===== src/hw/tpe_pkg.sv =====
// constants and types for the timer prescaler, edge selector and port block
package tpe_pkg;
   // register indices, byte address is four times the index
   localparam logic [15:0] IDX_MODE_CH1  = 16'hFFB7;
   localparam logic [15:0] IDX_MODE_CH0  = 16'hFFBB;
   localparam logic [15:0] IDX_CTRL      = 16'hFFC0;
   localparam logic [15:0] IDX_CMP_CH0   = 16'hFFC1;
   localparam logic [15:0] IDX_CMP_CH1   = 16'hFFC2;
   localparam logic [15:0] IDX_CNT_CH0   = 16'hFFC3;
   localparam logic [15:0] IDX_CNT_CH1   = 16'hFFC4;
   localparam logic [15:0] IDX_STATUS    = 16'hFFC5;
   localparam logic [15:0] IDX_PORT_DIR  = 16'hFFC6;
   localparam logic [15:0] IDX_PORT_LAT  = 16'hFFC7;
   localparam logic [17:0] A_MODE_CH1    = {IDX_MODE_CH1, 2'h0};
   localparam logic [17:0] A_MODE_CH0    = {IDX_MODE_CH0, 2'h0};
   localparam logic [17:0] A_CTRL        = {IDX_CTRL, 2'h0};
   localparam logic [17:0] A_CMP_CH0     = {IDX_CMP_CH0, 2'h0};
   localparam logic [17:0] A_CMP_CH1     = {IDX_CMP_CH1, 2'h0};
   localparam logic [17:0] A_CNT_CH0     = {IDX_CNT_CH0, 2'h0};
   localparam logic [17:0] A_CNT_CH1     = {IDX_CNT_CH1, 2'h0};
   localparam logic [17:0] A_STATUS      = {IDX_STATUS, 2'h0};
   localparam logic [17:0] A_PORT_DIR    = {IDX_PORT_DIR, 2'h0};
   localparam logic [17:0] A_PORT_LAT    = {IDX_PORT_LAT, 2'h0};
   // reset values and write masks
   localparam logic [7:0]  MODE_RST      = 8'h00;
   localparam logic [7:0]  MODE_WMASK    = 8'hF3;
   localparam logic [7:0]  DIR_RST       = 8'hFF;
   localparam logic [15:0] CMP_ONES      = 16'hFFFF;
   // field positions
   localparam int IN1_LSB  = 6;
   localparam int IN0_LSB  = 4;
   localparam int CTRL_RUN = 0;
   localparam int CTRL_INT = 2;
   localparam int CTRL_OUT = 4;
   // edge and count clock codes
   localparam logic [1:0] EDGE_FALL = 2'h0;
   localparam logic [1:0] EDGE_RISE = 2'h1;
   localparam logic [1:0] EDGE_BOTH = 2'h3;
   localparam logic [1:0] CLK_FX    = 2'h0;
   localparam logic [1:0] CLK_DIVA  = 2'h1;
   localparam logic [1:0] CLK_DIVB  = 2'h2;
   localparam logic [1:0] CLK_EXT   = 2'h3;
   // divider exponents per channel
   localparam int DIVA_CH0 = 2;
   localparam int DIVB_CH0 = 8;
   localparam int DIVA_CH1 = 4;
   localparam int DIVB_CH1 = 6;
   localparam int SHARED_PIN_CH0 = 1;
   localparam int SHARED_PIN_CH1 = 6;
   // per channel state
   typedef struct packed {
      logic [7:0]  mode;
      logic [15:0] upCnt;
      logic [15:0] cmpA;
      logic        a1, a2, aLvl;
      logic        b1, b2, bLvl;
      logic        everRun;
      logic        ovf;
      logic        tout;
   } tpe_chan_t;
endpackage


===== src/hw/tpe_timer.sv =====
// prescaler, valid edge selector, interval timer and port direction for two counters
// Functional notes
// - reset clears both mode registers to zero
// - bits 7:6 pick second input edge
// - bits 5:4 pick first input edge
// - bits 1:0 pick count clock per counter
// - high input after reset gives first rise
// - restart after stop gives no spurious rise
// - shared pin is input or output
// - reset sets port direction to all ones
// - direction bit zero drives, one floats
// - match clears counter and raises match pulse
// - edge accepted after two equal samples
// - interval overflow only when compare all ones
//
// The APB slave port was left to the implementer.
`timescale 1ns/100ps
module tpe_timer
   import tpe_pkg::*;
#(
   parameter int PINS = 7
) (
   // clock and reset
   input  wire logic              clk,
   input  wire logic              rst_n,
   // apb slave
   input  wire logic              psel,
   input  wire logic              penable,
   input  wire logic              pwrite,
   input  wire logic [17:0]       paddr,
   input  wire logic [31:0]       pwdata,
   output logic      [31:0]       prdata,
   output logic                   pready,
   output logic                   pslverr,
   // timer inputs and port pins
   input  wire logic [1:0]        firstIn,
   input  wire logic [PINS-1:0]   pinIn,
   output logic      [PINS-1:0]   pinOut,
   output logic      [PINS-1:0]   pinOeN,
   // events
   output logic      [1:0]        matchIrq,
   output logic      [1:0]        in1Edge
);
   // *****************************************
   // state and checks
   // *****************************************
   typedef struct packed {
      tpe_chan_t [1:0]  ch;
      logic [7:0]       divCnt;
      logic [7:0]       ctrl;
      logic [7:0]       dir;
      logic [7:0]       lat;
      logic [PINS-1:0]  pOut;
      logic [PINS-1:0]  pOeN;
      logic [1:0]       match;
      logic [1:0]       e1;
      logic             rdy;
      logic             err;
      logic [31:0]      rdat;
   } tpe_state_t;

   tpe_state_t s_q;
   tpe_state_t s_d;
   logic [1:0] tick;
   logic [1:0] rise0;
   logic [1:0] ev0;

   // refuse pin counts that miss the shared pins
   if (PINS <= SHARED_PIN_CH1 || PINS > 8) begin : g_chk
      $error("tpe_timer: PINS must be 7 or 8");
   end

   // *****************************************
   // prescaler ticks
   // *****************************************
   for (genvar c = 0; c < 2; c++) begin : g_tick
      localparam int LA = (c == 0) ? DIVA_CH0 : DIVA_CH1;
      localparam int LB = (c == 0) ? DIVB_CH0 : DIVB_CH1;
      logic [1:0] sel;
      assign sel = s_q.ch[c].mode[1:0];
      // one cycle enable per divided period, fx samples ext mode
      always_comb begin
         if (sel == CLK_DIVA) begin
            tick[c] = &s_q.divCnt[LA-1:0];
         end else if (sel == CLK_DIVB) begin
            tick[c] = &s_q.divCnt[LB-1:0];
         end else begin
            tick[c] = 1'b1;
         end
      end
   end

   // valid edge decode for one selection code
   function automatic logic edgeHit(input logic [1:0] code,
                                    input logic r, input logic f);
      logic hit;
      hit = 1'b0;
      case (code)
         EDGE_FALL: hit = f;
         EDGE_RISE: hit = r;
         EDGE_BOTH: hit = r | f;
         default:   hit = 1'b0; // prohibited code detects nothing
      endcase
      return hit;
   endfunction

   // *****************************************
   // next state
   // *****************************************
   always_comb begin
      logic        acc;
      logic        wr;
      logic        hit;
      logic [31:0] rd;
      logic        run;
      logic        intv;
      logic        useOut;
      logic        chgA;
      logic        chgB;
      logic        ev1;
      logic        cntTick;
      logic        ovfSet;
      logic        ovfClr;
      logic        pinB;
      int          sp;
      acc = 1'b0;
      wr = 1'b0;
      hit = 1'b1;
      rd = 32'h0;
      run = 1'b0;
      intv = 1'b0;
      useOut = 1'b0;
      chgA = 1'b0;
      chgB = 1'b0;
      ev1 = 1'b0;
      cntTick = 1'b0;
      ovfSet = 1'b0;
      ovfClr = 1'b0;
      pinB = 1'b0;
      sp = 0;
      rise0 = 2'h0;
      ev0 = 2'h0;
      s_d = s_q;
      s_d.divCnt = s_q.divCnt + 8'h1;
      // read decode
      if (paddr == A_MODE_CH0) begin
         rd[7:0] = s_q.ch[0].mode;
      end else if (paddr == A_MODE_CH1) begin
         rd[7:0] = s_q.ch[1].mode;
      end else if (paddr == A_CTRL) begin
         rd[7:0] = s_q.ctrl;
      end else if (paddr == A_CMP_CH0) begin
         rd[15:0] = s_q.ch[0].cmpA;
      end else if (paddr == A_CMP_CH1) begin
         rd[15:0] = s_q.ch[1].cmpA;
      end else if (paddr == A_CNT_CH0) begin
         rd[15:0] = s_q.ch[0].upCnt;
      end else if (paddr == A_CNT_CH1) begin
         rd[15:0] = s_q.ch[1].upCnt;
      end else if (paddr == A_STATUS) begin
         rd[1:0] = {s_q.ch[1].ovf, s_q.ch[0].ovf};
      end else if (paddr == A_PORT_DIR) begin
         rd[7:0] = s_q.dir;
      end else if (paddr == A_PORT_LAT) begin
         rd[7:0] = s_q.lat;
      end else begin
         hit = 1'b0;
      end
      // one wait state, answer from flops
      s_d.rdy = psel && penable && !s_q.rdy;
      acc = psel && penable && s_q.rdy;
      wr = acc && pwrite && hit;
      // error flag stands only alongside pready
      s_d.err = s_d.rdy && !hit;
      if (s_d.rdy) begin
         s_d.rdat = pwrite ? 32'h0 : rd;
      end
      // register writes
      if (wr && paddr == A_MODE_CH0) begin
         s_d.ch[0].mode = pwdata[7:0] & MODE_WMASK;
      end
      if (wr && paddr == A_MODE_CH1) begin
         s_d.ch[1].mode = pwdata[7:0] & MODE_WMASK;
      end
      if (wr && paddr == A_CTRL) begin
         s_d.ctrl = pwdata[7:0];
      end
      if (wr && paddr == A_CMP_CH0) begin
         s_d.ch[0].cmpA = pwdata[15:0];
      end
      if (wr && paddr == A_CMP_CH1) begin
         s_d.ch[1].cmpA = pwdata[15:0];
      end
      if (wr && paddr == A_PORT_DIR) begin
         s_d.dir = pwdata[7:0];
      end
      if (wr && paddr == A_PORT_LAT) begin
         s_d.lat = pwdata[7:0];
      end
      // port pins default to latch and direction
      s_d.pOeN = s_q.dir[PINS-1:0];
      s_d.pOut = s_q.lat[PINS-1:0];
      // per channel counting
      for (int c = 0; c < 2; c++) begin
         sp = (c == 0) ? SHARED_PIN_CH0 : SHARED_PIN_CH1;
         run = s_q.ctrl[CTRL_RUN + c];
         intv = s_q.ctrl[CTRL_INT + c];
         useOut = s_q.ctrl[CTRL_OUT + c];
         pinB = pinIn[sp];
         // two samples on the count clock
         if (tick[c]) begin
            s_d.ch[c].a1 = firstIn[c];
            s_d.ch[c].a2 = s_q.ch[c].a1;
            s_d.ch[c].b1 = pinB;
            s_d.ch[c].b2 = s_q.ch[c].b1;
         end
         chgA = tick[c] && s_q.ch[c].a1 == s_q.ch[c].a2
                && s_q.ch[c].a2 != s_q.ch[c].aLvl;
         chgB = tick[c] && s_q.ch[c].b1 == s_q.ch[c].b2
                && s_q.ch[c].b2 != s_q.ch[c].bLvl;
         // level frozen low until first run, tracked silently after
         if ((run || s_q.ch[c].everRun) && chgA) begin
            s_d.ch[c].aLvl = s_q.ch[c].a2;
         end
         if ((run || s_q.ch[c].everRun) && chgB) begin
            s_d.ch[c].bLvl = s_q.ch[c].b2;
         end
         rise0[c] = run && chgA && s_q.ch[c].a2;
         ev0[c] = edgeHit(s_q.ch[c].mode[IN0_LSB +: 2], rise0[c],
                          run && chgA && !s_q.ch[c].a2);
         ev1 = !useOut && edgeHit(s_q.ch[c].mode[IN1_LSB +: 2],
                 run && chgB && s_q.ch[c].b2,
                 run && chgB && !s_q.ch[c].b2);
         s_d.e1[c] = ev1;
         if (run) begin
            s_d.ch[c].everRun = 1'b1;
         end
         // count clock: prescaler tick or first input edge
         if (s_q.ch[c].mode[1:0] == CLK_EXT) begin
            cntTick = run && ev0[c];
         end else begin
            cntTick = run && tick[c];
         end
         s_d.match[c] = 1'b0;
         ovfSet = 1'b0;
         if (!run) begin
            s_d.ch[c].upCnt = 16'h0;
         end else if (cntTick) begin
            if (intv && s_q.ch[c].upCnt == s_q.ch[c].cmpA) begin
               s_d.ch[c].upCnt = 16'h0;
               s_d.match[c] = 1'b1;
               s_d.ch[c].tout = !s_q.ch[c].tout;
               ovfSet = s_q.ch[c].cmpA == CMP_ONES;
            end else begin
               s_d.ch[c].upCnt = s_q.ch[c].upCnt + 16'h1;
               ovfSet = !intv && s_q.ch[c].upCnt == CMP_ONES;
            end
         end
         // write one clears, a new overflow wins
         ovfClr = wr && paddr == A_STATUS && pwdata[c];
         if (ovfClr) begin
            s_d.ch[c].ovf = 1'b0;
         end
         if (ovfSet) begin
            s_d.ch[c].ovf = 1'b1;
         end
         // shared pin carries timer output only when chosen
         if (useOut) begin
            s_d.pOut[sp] = s_q.ch[c].tout | s_q.lat[sp];
         end
      end
      // synchronous reset values
      if (!rst_n) begin
         s_d = '0;
         s_d.ch[0].mode = MODE_RST;
         s_d.ch[1].mode = MODE_RST;
         s_d.dir = DIR_RST;
         s_d.pOeN = '1;
      end
   end

   // state register
   always_ff @(posedge clk) begin
      s_q <= s_d;
   end

   // outputs straight from flops
   assign prdata   = s_q.rdat;
   assign pready   = s_q.rdy;
   assign pslverr  = s_q.err;
   assign pinOut   = s_q.pOut;
   assign pinOeN   = s_q.pOeN;
   assign matchIrq = s_q.match;
   assign in1Edge  = s_q.e1;
endmodule


===== config.mk =====
export PLATFORM = sky130hd
export DESIGN_NAME = tpe_timer
export DESIGN_NICKNAME = d
export VERILOG_FILES = /design/src/hw/tpe_pkg.sv /design/src/hw/tpe_timer.sv
export SDC_FILE = /design/constraint.sdc
export NUM_CORES = 1
export LEC_CHECK = 0
export BUFFER_PORTS_ARGS = -buffer_cell sky130_fd_sc_hd__buf_4
export CORE_ASPECT_RATIO = 1.2
export CORE_MARGIN = 2
export CORE_UTILIZATION = 50
export DETAILED_ROUTE_END_ITERATION = 10
export GPL_ROUTABILITY_DRIVEN = 0
export HOLD_SLACK_MARGIN = 0.12
export PLACE_DENSITY_LB_ADDON = 0.3
export RECOVER_POWER = 50
export SLEW_MARGIN = 20
export SYNTH_ARGS = -nofsm -noshare
export SYNTH_HDL_FRONTEND = slang
export SYNTH_SLANG_ARGS = --single-unit

===== constraint.sdc =====
create_clock -name clk -period 3.1 [get_ports clk]
set_input_delay 0.775 -clock clk [delete_from_list [all_inputs] [get_ports clk]]
set_output_delay 0.775 -clock clk [all_outputs]
set_load 0.005 [all_outputs]

After elaboration in Yosys (flattened, before gate mapping):

Cells that the tools add are included.

* $add $sub $neg: 3
* equal/unequal tests: 38
* mux-type cells: 52
* bitwise operators: 6
* reduce and logical (&&, ||, !) cells: 80

Operators with widths (count)
* == test 18 bit, second input constant: 10
* 2-to-1 mux 16 bit: 6
* 2-to-1 mux 8 bit: 10
* == test 16 bit, second input constant: 4
* logical AND 1 bit: 50
* adder 16 x 1 -> 16 bit, second input constant: 2
* == test 16 bit: 2
* 2-to-1 mux 1 bit: 30
* == test 2 bit, second input constant: 8
* == test 2 x 1 -> 1 bit, second input constant: 6
* logical NOT 1 bit: 12
* case mux 1 bit (3 select lines): 4
* AND reduction 3 bit: 4
* adder 8 x 1 -> 8 bit, second input constant: 1
* logical NOT 2 bit: 4
* AND reduction 8 bit: 1
* 2-to-1 mux 6 bit: 1
* bitwise OR 1 bit: 6
* AND reduction 2 bit: 3
* AND reduction 6 bit: 1
* == test 1 bit: 4
* inequality test 1 bit: 4
* AND reduction 4 bit: 1
* nonzero test 2 bit: 2
* other kinds (2): 3

* bits in registers: 178
* bits of input ports: 64
* logic and storage cells: 215

Longest topological paths before layout:

* word-level depth: 16
* depth in mapped cells: 9
* mapped depth without buffers: 7

Worst setup path after synthesis:

No wires, ideal clock.

* path kind: input port to flip-flop
* from: input paddr[7]
* to: register s_q (netlist bit prdata[1])
* library setup time: 138 ps
* data arrival time: 2531 ps
* data required time: 2962 ps
* slack: 430 ps
* cell stages on the path: 8
* buffers on the path: 2
* cells stage by stage: or3b_1 or4_1 buf_4 or2_0 buf_6 o211a_1 o21ai_1 a31oi_1

* cells in the longest elaborated chain, start to end: 12
* elaborated cells between the ends (all ways): 21
* classes of those cells: eq/ne: 10; mux: 11

Ends and longest elaborated chain
* start: declaration: RTL line tpe_timer.sv:30 `input wire logic [17:0] paddr,`
* == test 18 bit: RTL line tpe_timer.sv:164 `end else if (paddr == A_PORT_LAT) begin`
* 2-to-1 mux 8 bit: RTL line tpe_timer.sv:164
* 2-to-1 mux 8 bit: RTL line tpe_timer.sv:162 `end else if (paddr == A_PORT_DIR) begin`
* 2-to-1 mux 2 bit: RTL line tpe_timer.sv:160 `end else if (paddr == A_STATUS) begin`
* 2-to-1 mux 8 bit: RTL line tpe_timer.sv:158 `end else if (paddr == A_CNT_CH1) begin`
* 2-to-1 mux 16 bit: RTL line tpe_timer.sv:156 `end else if (paddr == A_CNT_CH0) begin`
* 2-to-1 mux 16 bit: RTL line tpe_timer.sv:154 `end else if (paddr == A_CMP_CH1) begin`
* 2-to-1 mux 16 bit: RTL line tpe_timer.sv:152 `end else if (paddr == A_CMP_CH0) begin`
* 2-to-1 mux 8 bit: RTL line tpe_timer.sv:150 `end else if (paddr == A_CTRL) begin`
* 2-to-1 mux 8 bit: RTL line tpe_timer.sv:148 `end else if (paddr == A_MODE_CH1) begin`
* 2-to-1 mux 8 bit *: RTL line tpe_timer.sv:146 `if (paddr == A_MODE_CH0) begin`
* 2-to-1 mux 16 bit *: RTL line tpe_timer.sv:176 `s_d.rdat = pwrite ? 32'h0 : rd;`
* end signal: assignment: RTL line tpe_timer.sv:284 `s_q <= s_d;`
* end: declaration: RTL line tpe_timer.sv:62 `tpe_state_t s_q;`

Every way passes the cells marked *; elsewhere a longest branch is shown, timed or not.
A chain may end at the register's enable or synchronous reset.

Worst setup path after layout:

* from: register s_q[76] (netlist name)
* to: register s_q[173] (netlist name)

* cells in the longest elaborated chain, start to end: 11
* elaborated cells between the ends (all ways): 14
* classes of those cells: mux: 4; bitwise: 1; reduce/logical: 9

Ends and longest elaborated chain
* AND reduction 6 bit: RTL line tpe_timer.sv:86 `tick[c] = &s_q.divCnt[LB-1:0];`
* 2-to-1 mux 1 bit: RTL line tpe_timer.sv:85 `end else if (sel == CLK_DIVB) begin`
* 2-to-1 mux 1 bit *: RTL line tpe_timer.sv:83 `if (sel == CLK_DIVA) begin`
* logical AND 1 bit: RTL line tpe_timer.sv:217 `chgA = tick[c] && s_q.ch[c].a1 == s_q.ch[c].a2`
* logical AND 1 bit: RTL line tpe_timer.sv:218 `&& s_q.ch[c].a2 != s_q.ch[c].aLvl;`
* logical AND 1 bit: RTL line tpe_timer.sv:228, tpe_timer.sv:230
* logical AND 1 bit, on equally long branches: RTL line tpe_timer.sv:228, tpe_timer.sv:230
* bitwise OR 1 bit: RTL line tpe_timer.sv:101 `EDGE_BOTH: hit = r | f;`
* case mux 1 bit (3 select lines): RTL line tpe_timer.sv:98 `case (code)`
* logical AND 1 bit: RTL line tpe_timer.sv:240 `cntTick = run && ev0[c];`
* 2-to-1 mux 1 bit *: RTL line tpe_timer.sv:239 `if (s_q.ch[c].mode[1:0] == CLK_EXT) begin`

Marks and branches as above.

==> Implementation_results.wiki <==
{| class="wikitable"
! Metric !! Value
|-
| Crit path max fanout || 19
|-
| Number of cells upsized or downsized after cts || 0
|-
| Leakage Power || 3.27 nW
|-
| Via count of the first global-routing pass || 6,519
|-
| Number of buffers added by the clock tree synthesis step || 17
|-
| Top cells by count, synth || dfxtp_1, nand2_1, nor2_1
|-
| Internal Pwr Total || 3.34 mW
|-
| Number of post-CTS setup repair buffers || 0
|-
| Data required time of the critical path || 3.39 ns
|-
| Max_cap viols || 0
|-
| Switching power || 989 µW
|-
| Result of the run || completed
|-
| Number of library cell types mapped by synthesis || 68
|-
| First-pass GRT wire length || 34,500 µm
|-
| Area Growth Syn to Fin || 12.3%
|-
| Initial cell density of the core || 51.1%
|-
| Arrival time reported for the critical path endpoint || 2.97 ns
|-
| Clock period minus final worst setup slack || 2.68 ns
|-
| Net switching share of the total power || 22.8%
|-
| Count of yosys warnings during synthesis || 0
|-
| Root buffer cell || clkbuf_16
|-
| Port-buffer cells || 78
|-
| Final total negative setup slack || 0 ns
|-
| Skew-Pair Late Insertion Delay || 0.43 ns
|-
| Type of the setup path with the least slack || reg -> reg
|-
| Worst setup EP type || flop
|-
| GRT Total Usage || 24.9%
|-
| Slew Viols, Final || 0
|-
| Top-area cell type share of the netlist area || 39.1%
|-
| Boundary Pins || 116
|-
| Initial antenna violation count || 0
|-
| Fin crit share || 86.6%
|-
| CORE AREA || 16,200 µm²
|-
| Router iterations before antenna repair || 5
|-
| Combinational Power Share || 4.4%
|-
| Clock sink total || 162
|-
| Power density cells || 466 nW/µm²
|-
| Post-cts hold buffer count || 0
|-
| Type of the tightest min-delay check || reg -> reg
|-
| Vias after detailed routing || 6,993
|-
| Top flip-flop cell by instance count after synthesis || dfxtp_1
|-
| Largest vdd supply drop || 0.000368 V
|-
| DPL Wire Length || 15,800 µm
|-
| # DRC || 0
|-
| Setup-violating endpoint count in the final report || 0
|-
| Count leader, synth || dfxtp_1
|-
| Mapped Avg Cell Area || 8.56 µm²
|-
| Relative contribution of sequential cells to total power || 48.5%
|-
| Clock group share of total power || 47.1%
|-
| Final Hold Viols || 0
|-
| Post-layout total power || 4.33 mW
|-
| Unrepaired setup endpoints after global routing || false
|-
| Skew final || 0.00729 ns
|-
| Drt initial violations || 543
|-
| Number of flops mapped to enable cells by yosys || 0
|-
| Max-slew headroom at the worst pin || 0.628%
|-
| Die Outline Area || 17,600 µm²
|-
| Transition time at the pin with the least slew margin || 1.49 ns
|-
| Final global-route overflow total || 0
|-
| TritonCTS clock tree || built
|-
| Average wire per standard cell || 17.8 µm
|-
| Longest Clk Path Bufs || 2
|-
| Count of inserted antenna diode cells || 0
|-
| Worst hold path cell count || 1
|-
| Fillers || 1,536
|-
| Die Y-Extent || 145 µm
|-
| Sequential element share of the synthesized area || 39.1%
|-
| Area leader, netlist || dfxtp_1
|-
| Clock slew at the register clock pins of the worst setup and hold paths || 0.06 ns
|-
| Highest clock rate || 373 MHz
|-
| Syn Std Cell Area || 8290 µm²
|-
| Finished Core Util || 57.4%
|-
| Cell row count || 51
|-
| Proportion of register bits with asynchronous set or reset after synthesis || 0%
|-
| Cell types with the largest area share after synthesis || dfxtp_1, nand2_1, xnor2_1, buf_4, mux2i_1
|-
| Post-synthesis cell count || 968
|-
| Horiz. Die Dim || 122 µm
|-
| Largest net degree at the start of global routing || 40
|-
| Post-synthesis register bit count || 162
|-
| Logic depth of the worst register-to-register path || 8
|-
| Count of antenna-violating nets left after detailed routing || 0
|-
| Fraction of layout instances using a drive strength above 1 || 14.2%
|-
| CTS HTree Levels || 4
|-
| Final WL || 21,800 µm
|-
| Critical path startpoint category || flop
|-
| Detailed-route vias per instance || 5.70
|-
| Net total in the final layout || 1,068
|}
## per-stage QoR
stage               hold slack [ns]  setup slack (ns)  instances  area, µm²
floorplan                     0.426             0.430        983       8340
global placement              0.442             0.183       1194       8780
detailed placement            0.452             0.157       1194       8780
CTS                           0.467             0.592       1226       9350
global route                  0.486             0.215       1226       9310
finish                        0.468             0.417       1226       9310
## path summary, 6_finish.rpt
check	end	slack [ns]	start
worst max-delay path	s_q[173]	0.42	s_q[76]
worst min-delay path	s_q[76]	0.47	s_q[76]
worst max register to register	s_q[173]	0.42	s_q[76]
worst min register to register	s_q[76]	0.47	s_q[76]
## kinds of logic after synthesis
| group | Yosys count | share of synthesized area (%) |
|---|---|---|
| adder cells (fa/ha/maj) | 3 | 0.453 |
| buffers and inverters | 116 | 8.18 |
| AO/OA/AOI/OAI | 173 | 14.8 |
| flip-flops | 162 | 39.1 |
| multiplexers | 42 | 5.18 |
| XOR/XNOR | 72 | 7.61 |
| AND/OR/NAND/NOR | 399 | 24.6 |
| other | 1 | 0.0453 |
## critical path, cell delays in order (launching register included)
cell       delay, ns
dfxtp_1         0.38
ha_1            0.23
nand3_1         0.23
nor2_1          0.26
o2111ai_1       0.29
clkbuf_1        0.42
nor4_1          0.49
xnor2_1         0.17
nor2_1          0.06
## final cells by class
cell class | count | area [µm²] | share of cell area (%)
multi-input cells | 705 | 4420 | 47.5
clock buffers | 22 | 474 | 5.10
inverters | 11 | 41.3 | 0.444
flip-flops and latches | 162 | 3240 | 34.9
well taps | 212 | 265 | 2.85
clock inverters | 10 | 103 | 1.10
repair buffers | 104 | 758 | 8.15
## cells in the final DEF (no fill, tap or decap), types with 8 or more instances in the layout
master and instances:
nor4_1 15, and2_1 14, o21ai_0 26, nand2b_1 16
nor3_1 15, a22oi_1 25, clkbuf_4 33, xnor2_1 53
a22o_1 14, nor2b_1 17, a21oi_1 26, a21boi_1 8
nand2_1 132, inv_1 11, xor2_1 19, buf_4 56
conb_1 16, nand4_1 25, nand3_1 26, clkbuf_16 17
mux2i_1 35, nor2_1 80, dfxtp_1 162, a21boi_0 30
clkbuf_1 14
## sequential cells by signal, indices dropped and copies added, names as in the netlist
register	flops
in1Edge	2
pinOeN	7
pslverr	1
pready	1
matchIrq	2
prdata	16
pinOut	7
s_q	122
g_tick.sel	4
## power by group through the flow
stage	sequential (mW)	clock, mW	combinational [mW]
2_1_floorplan	2.14	0	0.110
3_3_place_gp	2.15	0	0.190
3_5_place_dp	2.15	0	0.191
4_1_cts	2.10	2.07	0.192
5_1_grt	2.10	2.17	0.206
6_report	2.10	2.04	0.192
## routing by layer
metal / up-vias / share of wire, % / GRT usage (%)
met5: - / 0 / 0
met4: 0 / 2.6 / 9.77
met3: 29 / 5.1 / 4.48
met2: 221 / 49 / 41.1
met1: 3366 / 43 / 32.0
li1: 3377 / - / -
No activity file was read; power rests on OpenSTA's default activity.
